===== config.mk =====
export PLATFORM = sky130hd
export DESIGN_NAME = adc_link_pin_config
export DESIGN_NICKNAME = d
export VERILOG_FILES = /design/src/adc_link_pin_config.v
export VERILOG_INCLUDE_DIRS = /design/src /design/src/src
export SDC_FILE = /design/constraint.sdc
export NUM_CORES = 1
export LEC_CHECK = 0
export ABC_AREA = 1
export ABC_CLOCK_PERIOD_IN_PS = 3000
export BUFFER_PORTS_ARGS = -buffer_cell sky130_fd_sc_hd__buf_4
export CAP_MARGIN = 5
export CORE_ASPECT_RATIO = 1.1
export CORE_UTILIZATION = 61
export DETAILED_ROUTE_END_ITERATION = 8
export PLACE_DENSITY = 0.8
export SYNTH_ARGS = -nofsm -noshare
export SYNTH_HDL_FRONTEND = slang
export SYNTH_SLANG_ARGS = --single-unit

===== constraint.sdc =====
create_clock -name clk_in -period 3 [get_ports clk_in]
set_clock_uncertainty 0.2 [all_clocks]
set_input_delay 0.15 -clock clk_in [delete_from_list [all_inputs] [get_ports clk_in]]
set_output_delay 0.15 -clock clk_in [all_outputs]
set_load 0.02 [all_outputs]

===== src/adc_link_defines.vh =====
// Constants for the converter link strap decoder and framer.
// Assumes inclusion by its bare name from the design file.
`ifndef ADC_LINK_DEFINES_VH
`define ADC_LINK_DEFINES_VH
// Register offsets on the plain register port
`define REG_CTRL        2'h0
`define REG_STATUS      2'h1
// Control register fields
`define CTRL_EST_POWER  0
`define CTRL_GAIN_6DB   1
`define CTRL_FRAME_ALIGN_REPLACE     2
`define CTRL_SYNC_CHAR  3
`define CTRL_SERIAL_SEL 4
`define CTRL_SCRAMBLE   5
`define CTRL_TEST_LO    6
`define CTRL_TEST_HI    7
`define CTRL_RESET      8'h00
// Mode pin level codes, lowest to highest
`define MODE_SERIAL     2'h0
`define MODE_PARALLEL   2'h2
// Link characters
`define CHAR_K28_5      8'hBC
`define CHAR_K28_7      8'hFC
`define CHAR_D5_6       8'hC5
`define CHAR_D16_2      8'h50
// Test encoder words
`define TEST_WORD_01    16'hB5B5
`define TEST_WORD_10    16'hFF00
`define PRBS_SEED       15'h7FFF
`define SCR_SEED        15'h7FFF
// Sync characters kept after the request is released
`define SYNC_TAIL       4'h4
`define FIFO_DEPTH      8
`endif


===== src/adc_link_pin_config.v =====
// Strap decode, test-pattern select, gain and lane framing for the converter link.
// Assumes strap and mode pins arrive as 2-bit level codes from comparators,
// sync request and pins are asynchronous, samples come from the clk_in domain.
//
// Summary of operation
// Serial mode: estimate outputs follow register choice
// Parallel mode at 5/8 level; early estimate only
// Alignment strap levels decode to align/sync bits
// Lane strap levels decode to lane/scramble bits
// Repeated last octet becomes K28.7 if enabled
// Sync select 0 sends K28.5 during sync
// Sync select 1 alternates K28.5 with D5.6/D16.2
// Select 0: two octets per frame, one lane
// Select 1: one octet per frame, two lanes
// Scrambler bypassed or applied per enable bit
// Parallel mode: serial data pins select tests
// Gain resets to zero decibels
// Test bits pick samples, B5B5, FF00 or PRBS
// Reset held high by outside in parallel mode
// Receiver requests sync through request input
// Straps latched, applied at next resync
`timescale 1ns/1ps
`include "adc_link_defines.vh"

// Small flip-flop FIFO; ready and valid are registered.
module link_fifo #(
  parameter WIDTH = 16,
  parameter DEPTH = 8,
  parameter AW    = 3
) (
  input  wire             clk_in,
  input  wire             rstn_in,
  input  wire [WIDTH-1:0] in_data_in,
  input  wire             in_valid_in,
  output reg              in_ready_out,
  output wire [WIDTH-1:0] out_data_out,
  output reg              out_valid_out,
  input  wire             out_ready_in
);
  reg [WIDTH-1:0] mem [0:DEPTH-1]; // Storage words
  reg [AW-1:0]    wptr;            // Write index
  reg [AW-1:0]    rptr;            // Read index
  reg [AW:0]      count;           // Words held
  wire            push = in_valid_in & in_ready_out;
  wire            pop  = out_valid_out & out_ready_in;
  wire [AW:0]     next_count = count + {{AW{1'b0}}, push} - {{AW{1'b0}}, pop};

  assign out_data_out = mem[rptr];

  // Pointer and flag update; flags derive from the next count so they stay honest
  always @(posedge clk_in or negedge rstn_in) begin
    if (!rstn_in) begin
      wptr          <= {AW{1'b0}};
      rptr          <= {AW{1'b0}};
      count         <= {(AW+1){1'b0}};
      in_ready_out  <= 1'b0;
      out_valid_out <= 1'b0;
    end else begin
      if (push) begin
        mem[wptr] <= in_data_in;
        wptr      <= (wptr == DEPTH - 1) ? {AW{1'b0}} : wptr + 1'b1;
      end
      if (pop) begin
        rptr <= (rptr == DEPTH - 1) ? {AW{1'b0}} : rptr + 1'b1;
      end
      count         <= next_count;
      in_ready_out  <= (next_count != DEPTH);
      out_valid_out <= (next_count != 0);
    end
  end
endmodule

module adc_link_pin_config #(
  parameter FIFO_DEPTH = `FIFO_DEPTH
) (
  input  wire        clk_in,
  input  wire        rstn_in,
  input  wire [1:0]  mode_level_in,
  input  wire [1:0]  align_sync_strap_pin_in,
  input  wire [1:0]  lane_scramble_strap_pin_in,
  input  wire        test_select_low_pin_in,
  input  wire        test_select_high_pin_in,
  input  wire        sync_req_n_in,
  input  wire [3:0]  early_estimate_in,
  input  wire [3:0]  power_estimate_in,
  input  wire [13:0] sample_in,
  input  wire        sample_valid_in,
  output wire        sample_ready_out,
  input  wire [1:0]  addr_in,
  input  wire [7:0]  wdata_in,
  input  wire        wr_in,
  input  wire        rd_in,
  output reg  [7:0]  rdata_out,
  output reg  [3:0]  estimate_out,
  output reg  [7:0]  lane0_data_out,
  output reg         lane0_k_out,
  output reg  [7:0]  lane1_data_out,
  output reg         lane1_k_out,
  output reg         lane_valid_out,
  output reg         serialization_select_out
);
  // Framer states, one-hot
  localparam ST_SYNC = 3'b001;
  localparam ST_TAIL = 3'b010;
  localparam ST_DATA = 3'b100;

  // Level code to setting pair {first, second}: 0->00, 1->10, 2->11, 3->01
  function [1:0] strap_decode;
    input [1:0] lvl;
    begin
      strap_decode = {lvl[0] ^ lvl[1], lvl[1]};
    end
  endfunction

  // 1+x^14+x^15 self-synchronous scrambler over one octet, msb first
  function [22:0] scramble_octet;
    input [14:0] st;
    input [7:0]  d;
    reg   [14:0] s;
    reg   [7:0]  q;
    integer      i;
    begin
      s = st;
      q = 8'h00;
      for (i = 7; i >= 0; i = i - 1) begin
        q[i] = d[i] ^ s[14] ^ s[13];
        s    = {s[13:0], q[i]};
      end
      scramble_octet = {s, q};
    end
  endfunction

  // Two-flop synchronisers for pins and the sync request
  reg [9:0] pin_s1;                // First stage, read only by second
  reg [9:0] pin_s2;                // Second stage, safe to use
  always @(posedge clk_in or negedge rstn_in) begin
    if (!rstn_in) begin
      pin_s1 <= 10'h001;
      pin_s2 <= 10'h001;
    end else begin
      pin_s1 <= {mode_level_in, align_sync_strap_pin_in, lane_scramble_strap_pin_in,
                 test_select_high_pin_in, test_select_low_pin_in, 1'b0, sync_req_n_in};
      pin_s2 <= pin_s1;
    end
  end
  wire [1:0] mode_lvl   = pin_s2[9:8];
  wire       parallel   = (mode_lvl == `MODE_PARALLEL);
  wire       mode_fault = mode_lvl[0];                               // Levels 1, 3 misuse
  wire       sync_req   = ~pin_s2[0];

  // Control register; writes land at every mode level but parallel, pins are straps otherwise
  reg [7:0] ctrl;
  always @(posedge clk_in or negedge rstn_in) begin
    if (!rstn_in) begin
      ctrl <= `CTRL_RESET;
    end else if (wr_in && !parallel && addr_in == `REG_CTRL) begin
      ctrl <= wdata_in;
    end
  end

  // Live settings: straps in parallel mode, register fields in serial mode
  wire [1:0] align_pair = strap_decode(pin_s2[7:6]);
  wire [1:0] lane_pair  = strap_decode(pin_s2[5:4]);
  wire [3:0] live_cfg   = parallel ? {align_pair, lane_pair} : ctrl[5:2];
  wire [1:0] test_sel   = parallel ? pin_s2[3:2] : ctrl[7:6];

  // Latched link settings {frame_align_replace, sync_char, serial_sel, scramble}
  reg  [3:0] link_cfg;
  reg        cfg_loaded;                                             // First load after reset
  wire       frame_align_replace  = link_cfg[3];
  wire       sync_char_select     = link_cfg[2];
  wire       serialization_select = link_cfg[1];
  wire       scramble_enable      = link_cfg[0];

  // Sample path: gain, then encoder input select
  reg  [14:0] prbs;                                                  // Test sequence state
  wire [15:0] raw    = {sample_in, 2'b00};
  wire [15:0] gained = (ctrl[`CTRL_GAIN_6DB] && !parallel) ?
                       ((raw[15] != raw[14]) ? {raw[15], {15{~raw[15]}}} : {raw[14:0], 1'b0})
                       : raw;
  wire [22:0] prbs_hi = scramble_octet(prbs, 8'h00);
  wire [22:0] prbs_lo = scramble_octet(prbs_hi[22:8], 8'h00);
  reg  [15:0] enc_word;
  // Test pattern mux; top bit tags PRBS words so the scrambler skips them
  always @* begin
    case (test_sel)
      2'b01:   enc_word = `TEST_WORD_01;
      2'b10:   enc_word = `TEST_WORD_10;
      2'b11:   enc_word = {prbs_hi[7:0], prbs_lo[7:0]};
      default: enc_word = gained;
    endcase
  end
  wire fifo_push = sample_valid_in & sample_ready_out;
  always @(posedge clk_in or negedge rstn_in) begin
    if (!rstn_in) begin
      prbs <= `PRBS_SEED;
    end else if (fifo_push && test_sel == 2'b11) begin
      prbs <= prbs_lo[22:8];
    end
  end

  wire [16:0] fifo_word;
  wire        fifo_valid;
  reg         fifo_pop;
  link_fifo #(.WIDTH(17), .DEPTH(FIFO_DEPTH), .AW(3)) u_fifo (
    .clk_in        (clk_in),
    .rstn_in       (rstn_in),
    .in_data_in    ({test_sel == 2'b11, enc_word}),
    .in_valid_in   (sample_valid_in),
    .in_ready_out  (sample_ready_out),
    .out_data_out  (fifo_word),
    .out_valid_out (fifo_valid),
    .out_ready_in  (fifo_pop)
  );

  // Framer state
  reg [2:0]  state;
  reg [3:0]  tail_cnt;                                               // Sync chars left after release
  reg        alt;                                                    // K28.5 / data char toggle
  reg        alt_idx;                                                // D5.6 or D16.2 next
  reg        phase;                                                  // Second octet pending
  reg [7:0]  low_hold;                                               // Second octet of the frame
  reg        hold_prbs;
  reg [14:0] scr0;
  reg [14:0] scr1;
  reg [7:0]  last0;                                                  // Last octet, previous frame
  reg [7:0]  last1;

  wire [22:0] s_hi = scramble_octet(scr0, fifo_word[15:8]);
  wire [22:0] s_lo = scramble_octet(serialization_select ? scr1 : s_hi[22:8],
                                    fifo_word[7:0]);
  wire        bypass   = ~scramble_enable | fifo_word[16];
  wire [7:0]  oct_hi   = bypass ? fifo_word[15:8] : s_hi[7:0];
  wire [7:0]  oct_lo   = bypass ? fifo_word[7:0]  : s_lo[7:0];
  wire [7:0]  sync_chr = (!sync_char_select || !alt) ? `CHAR_K28_5 :
                         (alt_idx ? `CHAR_D16_2 : `CHAR_D5_6);
  wire        sync_k   = !sync_char_select || !alt;

  always @* begin
    fifo_pop = (state == ST_DATA) && fifo_valid && !phase;
  end

  // Framer: sync characters, then frames of data octets
  always @(posedge clk_in or negedge rstn_in) begin
    if (!rstn_in) begin
      state          <= ST_SYNC;
      tail_cnt       <= 4'h0;
      alt            <= 1'b0;
      alt_idx        <= 1'b0;
      phase          <= 1'b0;
      low_hold       <= 8'h00;
      hold_prbs      <= 1'b0;
      scr0           <= `SCR_SEED;
      scr1           <= `SCR_SEED;
      last0          <= 8'h00;
      last1          <= 8'h00;
      link_cfg       <= 4'h0;
      cfg_loaded     <= 1'b0;
      lane0_data_out <= 8'h00;
      lane0_k_out    <= 1'b0;
      lane1_data_out <= 8'h00;
      lane1_k_out    <= 1'b0;
      lane_valid_out <= 1'b0;
      serialization_select_out <= 1'b0;
    end else begin
      lane_valid_out <= 1'b0;
      if (!cfg_loaded) begin
        link_cfg   <= live_cfg;
        cfg_loaded <= 1'b1;
      end
      serialization_select_out <= serialization_select;
      case (state)
        ST_SYNC: begin
          // Settings change only here, while the receiver resynchronises
          link_cfg       <= live_cfg;
          lane0_data_out <= sync_chr;
          lane0_k_out    <= sync_k;
          lane1_data_out <= sync_chr;
          lane1_k_out    <= sync_k;
          lane_valid_out <= 1'b1;
          alt            <= ~alt;
          alt_idx        <= alt ? ~alt_idx : alt_idx;
          phase          <= 1'b0;
          if (!sync_req) begin
            state    <= ST_TAIL;
            tail_cnt <= `SYNC_TAIL;
          end
        end
        ST_TAIL: begin
          // Keep sync characters briefly after release
          lane0_data_out <= sync_chr;
          lane0_k_out    <= sync_k;
          lane1_data_out <= sync_chr;
          lane1_k_out    <= sync_k;
          lane_valid_out <= 1'b1;
          alt            <= ~alt;
          alt_idx        <= alt ? ~alt_idx : alt_idx;
          tail_cnt       <= tail_cnt - 4'h1;
          if (sync_req) begin
            state <= ST_SYNC;
          end else if (tail_cnt == 4'h1) begin
            state <= ST_DATA;
            alt   <= 1'b0;
          end
        end
        ST_DATA: begin
          if (sync_req && !phase) begin
            state <= ST_SYNC;
          end else if (phase) begin
            // Single lane, second octet closes the frame
            lane0_data_out <= (frame_align_replace && low_hold == last0) ?
                              `CHAR_K28_7 : low_hold;
            lane0_k_out    <= frame_align_replace && low_hold == last0;
            last0          <= low_hold;
            lane_valid_out <= 1'b1;
            phase          <= 1'b0;
          end else if (fifo_valid) begin
            if (!fifo_word[16] && scramble_enable) begin
              scr0 <= serialization_select ? s_hi[22:8] : s_lo[22:8];
              scr1 <= s_lo[22:8];
            end
            lane_valid_out <= 1'b1;
            if (serialization_select) begin
              // Two lanes, one octet per lane per frame
              lane0_data_out <= (frame_align_replace && oct_hi == last0) ?
                                `CHAR_K28_7 : oct_hi;
              lane0_k_out    <= frame_align_replace && oct_hi == last0;
              lane1_data_out <= (frame_align_replace && oct_lo == last1) ?
                                `CHAR_K28_7 : oct_lo;
              lane1_k_out    <= frame_align_replace && oct_lo == last1;
              last0          <= oct_hi;
              last1          <= oct_lo;
            end else begin
              // One lane, two octets per frame
              lane0_data_out <= oct_hi;
              lane0_k_out    <= 1'b0;
              lane1_data_out <= 8'h00;
              lane1_k_out    <= 1'b0;
              low_hold       <= oct_lo;
              hold_prbs      <= fifo_word[16];
              phase          <= 1'b1;
            end
          end
        end
        default: state <= ST_SYNC;
      endcase
    end
  end

  // Estimate routing and register reads, one cycle after the strobe
  always @(posedge clk_in or negedge rstn_in) begin
    if (!rstn_in) begin
      estimate_out <= 4'h0;
      rdata_out    <= 8'h00;
    end else begin
      estimate_out <= (!parallel && ctrl[`CTRL_EST_POWER]) ?
                      power_estimate_in : early_estimate_in;
      if (rd_in && addr_in == `REG_CTRL) begin
        rdata_out <= ctrl;
      end else if (rd_in && addr_in == `REG_STATUS) begin
        rdata_out <= {link_cfg, parallel, mode_fault, state == ST_DATA, sync_req};
      end else begin
        rdata_out <= 8'h00;
      end
    end
  end
endmodule


==> results_dict.tcl <==
set metrics [dict create \
    maxCapViolations 0 \
    numCtsBuffers 30 \
    die_h_microns 160 \
    finish.utilization_pct 74.7 \
    via_per_inst 5.87 \
    syn_nets 1574 \
    fill_cells 1478 \
    multiInputGateArea_sq_um 5040 \
    report.final.slew_viol_count 0 \
    peakVddDrop_uv 678 \
    antenna_found_initial 0 \
    die-area_sq_um 23400 \
    cts_htree_levels 1 \
    grt_pass1_vias 11371 \
    cp-end-kind "flop" \
    drive_gt1_share_pct 17.7 \
    crit_fanout 2 \
    worstPathArrival_ns 3.13 \
    synth_cells 1514 \
    max_slew.worst_pin.slew_ns 1.12 \
    cts_tree "yes" \
    reg2reg_depth 12 \
    postSynthAreaPerCell_sq_um 9.16 \
    firstDrtPassIters 6 \
    worstSetupStartpointType "flop" \
    p_leak_uw 0.00732 \
    ys_top_cells_by_count "397 x nand2_1, 144 x inv_1, 144 x nand3_1" \
    clk-insertion-delay-late_ns 0.58 \
    synth_edf_count 136 \
    synth-seq-area-share_pct 57.6 \
    rows 57 \
    dp_hpwl_mm 24.3 \
    post_dp_cell_area_sq_um 15000 \
    postRouteWirelength_mm 38.7 \
    start_util_pct 62.6 \
    path_class "reg -> reg" \
    hold_class "in -> async" \
    overflow 0 \
    cp.required_ns 3.25 \
    netlist-cell-type-count 54 \
    synth_top_area_share_pct 29.4 \
    area_growth_syn_to_layout_pct 19.4 \
    grt_use_total_pct 33.0 \
    gp_congestion 0.936 \
    grt_pass1_wl_mm 60.1 \
    yosysWarnings 0 \
    syn_area_sq_um 13900 \
    preCtsSetupSlack_ns 0.0984 \
    reg2reg_from "u_fifo.out_valid_out$_DFF_PN0_" \
    synthFlopType "edfxtp_1" \
    p_total_uw 12300 \
    grt_max_degree 123 \
    timing.final.ws_setup_ns 0.122 \
    boundaryPins 79 \
    swShare_pct 34.1 \
    clkPwrFrac_pct 30.8 \
    clk_path_buf_depth 3 \
    max_freq_ghz 0.347 \
    fin_crit_ns 2.88 \
    die_w_microns 146 \
    rrSetupSlack_ns 0.12 \
    timing.hold.ws_ns 0.00638 \
    p_seq_share_pct 40.7 \
    synth_async_sr_flop_share_pct 53.1 \
    rr_endpoint "u_fifo.out_valid_out$_DFF_PN0_" \
    hold_viol_final 0 \
    insertedDiodeCount 0 \
    yosysTopAreaCell "edfxtp_1" \
    path_clk_slew_ns 0.07 \
    root_buffer "clkbuf_16" \
    core_area_sq_um 22200 \
    final_area_sq_um 16600 \
    drt_iter0_markers 1182 \
    status "complete, no violations" \
    seq_area_sq_um 8000 \
    setup_viol 0 \
    p_switching_uw 4190 \
    nets 1737 \
    power.density_cell_area_nw_per_um2 743 \
    drc 0 \
    wl_per_cell_microns 19.4 \
    combPwrFrac_pct 28.4 \
    synth_area_leaders "edfxtp_1 29%, dfrtp_1 19%, nand2_1 11%, dfstp_2 9.1%, nand3_1 5.2%" \
    yosysMostFrequentCell "nand2_1" \
    drtAntennaViolNets 0 \
    slew_headroom_pct 25.4 \
    route.vias.total 11726 \
    ys_seq_elements 290 \
    internal-power_uw 8120 \
    fin_crit_sh_pct 95.9 \
    portBuffers 78 \
    numClockSinks 290 \
]
-- layer usage --
| metal | part of all wire [%] | global-route usage (%) |
|---|---|---|
| met1 | 37 | 41.4 |
| met2 | 51 | 57.3 |
| met3 | 7.6 | 3.94 |
| met4 | 4.3 | 15.6 |
| met5 | 0 | 0 |
-- sequential cells by signal, indices dropped and copies added (netlist names), 4 cells and up --
signal and count:
ctrl 8, estimate_out 4, lane0_data_out 8, lane1_data_out 8, last0 8, last1 8, link_cfg 4, low_hold 8
pin_s1 9, pin_s2 9, prbs 15, rdata_out 8, scr0 15, scr1 15, tail_cnt 4, u_fifo.count 4
u_fifo.mem 136
-- cell type report --
class	instances	area share, %
Tap cell	295	2.23
Multi-Input combinational cell	1019	30.4
Clock inverter	23	1.39
Clock buffer	33	4.60
Timing Repair Buffer	182	9.51
Sequential cell	290	48.3
Inverter	154	3.56
-- cells by family (layout without fill, tap and decap cells) --
| family | Yosys count | count (layout) | synth area share, % |
|---|---|---|---|
| fa+ha+maj | 14 | 14 | 1.32 |
| simple gates | 718 | 718 | 21.8 |
| buf+inv | 205 | 392 | 6.47 |
| flops | 290 | 290 | 57.6 |
| compound gates | 244 | 244 | 9.93 |
| other cells | 1 | 1 | 0.0270 |
| xor+xnor | 31 | 31 | 1.96 |
| mux | 11 | 11 | 0.875 |
-- worst max-delay path: stages, from the launching register on --
cell and delay [ns]:
dfrtp_1 0.42, inv_1 0.09, nor2_1 0.13, inv_1 0.07
nor2_1 0.33, ha_1 0.31, inv_1 0.06, ha_1 0.15
inv_1 0.07, fa_1 0.51, inv_1 0.06, nor3_1 0.25
nand2_1 0.10
-- power by group through the flow --
stage                     sequential [uW]  combinational [uW]  clock [uW]
after floorplan                      5120                2060           0
after global placement               5030                3160           0
after detailed placement             5040                3260           0
after CTS                            4980                3340        3760
after global routing                 5050                3830        3960
final                                5010                3500        3800
-- metrics by stage --
stage,std cells,TNS (ns)
after CTS,1990,0
after floorplan,1514,0
final,1996,0
after global routing,1996,-0.0524
after detailed placement,1895,0
after global placement,1895,0
-- cells in the final DEF (no fill, tap or decap), types with 5 or more instances in the layout --
cell,netlist,layout
a21oi_1,65,65
a22oi_1,10,10
a31oi_1,8,8
buf_12,0,6
buf_4,5,132
clkbuf_16,0,31
clkinv_1,3,12
dfrtp_1,106,103
dfstp_2,48,48
dlygate4sd3_1,0,39
edfxtp_1,136,136
ha_1,13,13
inv_1,144,144
mux2_2,9,9
nand2_1,397,389
nand2_2,8,16
nand3_1,144,138
nand3_2,8,14
nand3b_1,5,5
nor2_1,140,138
nor2_2,3,5
o21ai_0,109,105
o21ai_1,11,14
o21bai_1,5,5
o22ai_1,11,11
xnor2_1,20,20
xor2_1,11,11
-- worst max path at each step --
stage                                     endpoint  cells after the start                            from  slack [ns]
floorplan            u_fifo.in_ready_out$_DFF_PN0_                     11            state[0]$_DFFE_PN1P_        0.30
global placement     lane1_data_out[0]$_DFFE_PN0P_                     17      u_fifo.rptr[1]$_DFFE_PN0P_        0.12
detailed placement   lane1_data_out[0]$_DFFE_PN0P_                     16      u_fifo.rptr[0]$_DFFE_PN0P_         0.1
CTS                  lane1_data_out[0]$_DFFE_PN0P_                     17      u_fifo.rptr[0]$_DFFE_PN0P_        0.05
global route         lane1_data_out[5]$_DFFE_PN0P_                     19      u_fifo.rptr[0]$_DFFE_PN0P_       -0.02
finish              u_fifo.out_valid_out$_DFF_PN0_                     12  u_fifo.out_valid_out$_DFF_PN0_        0.12
-- repair_timing --
item | in CTS | in global routing
endpoints found under the setup margin | 0 | 17
hold buffers | 39 | 0
gates resized for setup | 0 | 34
setup buffers | 0 | 5
hold endpoints to repair | 183 | 0
No activity file was read; power rests on OpenSTA's default activity.
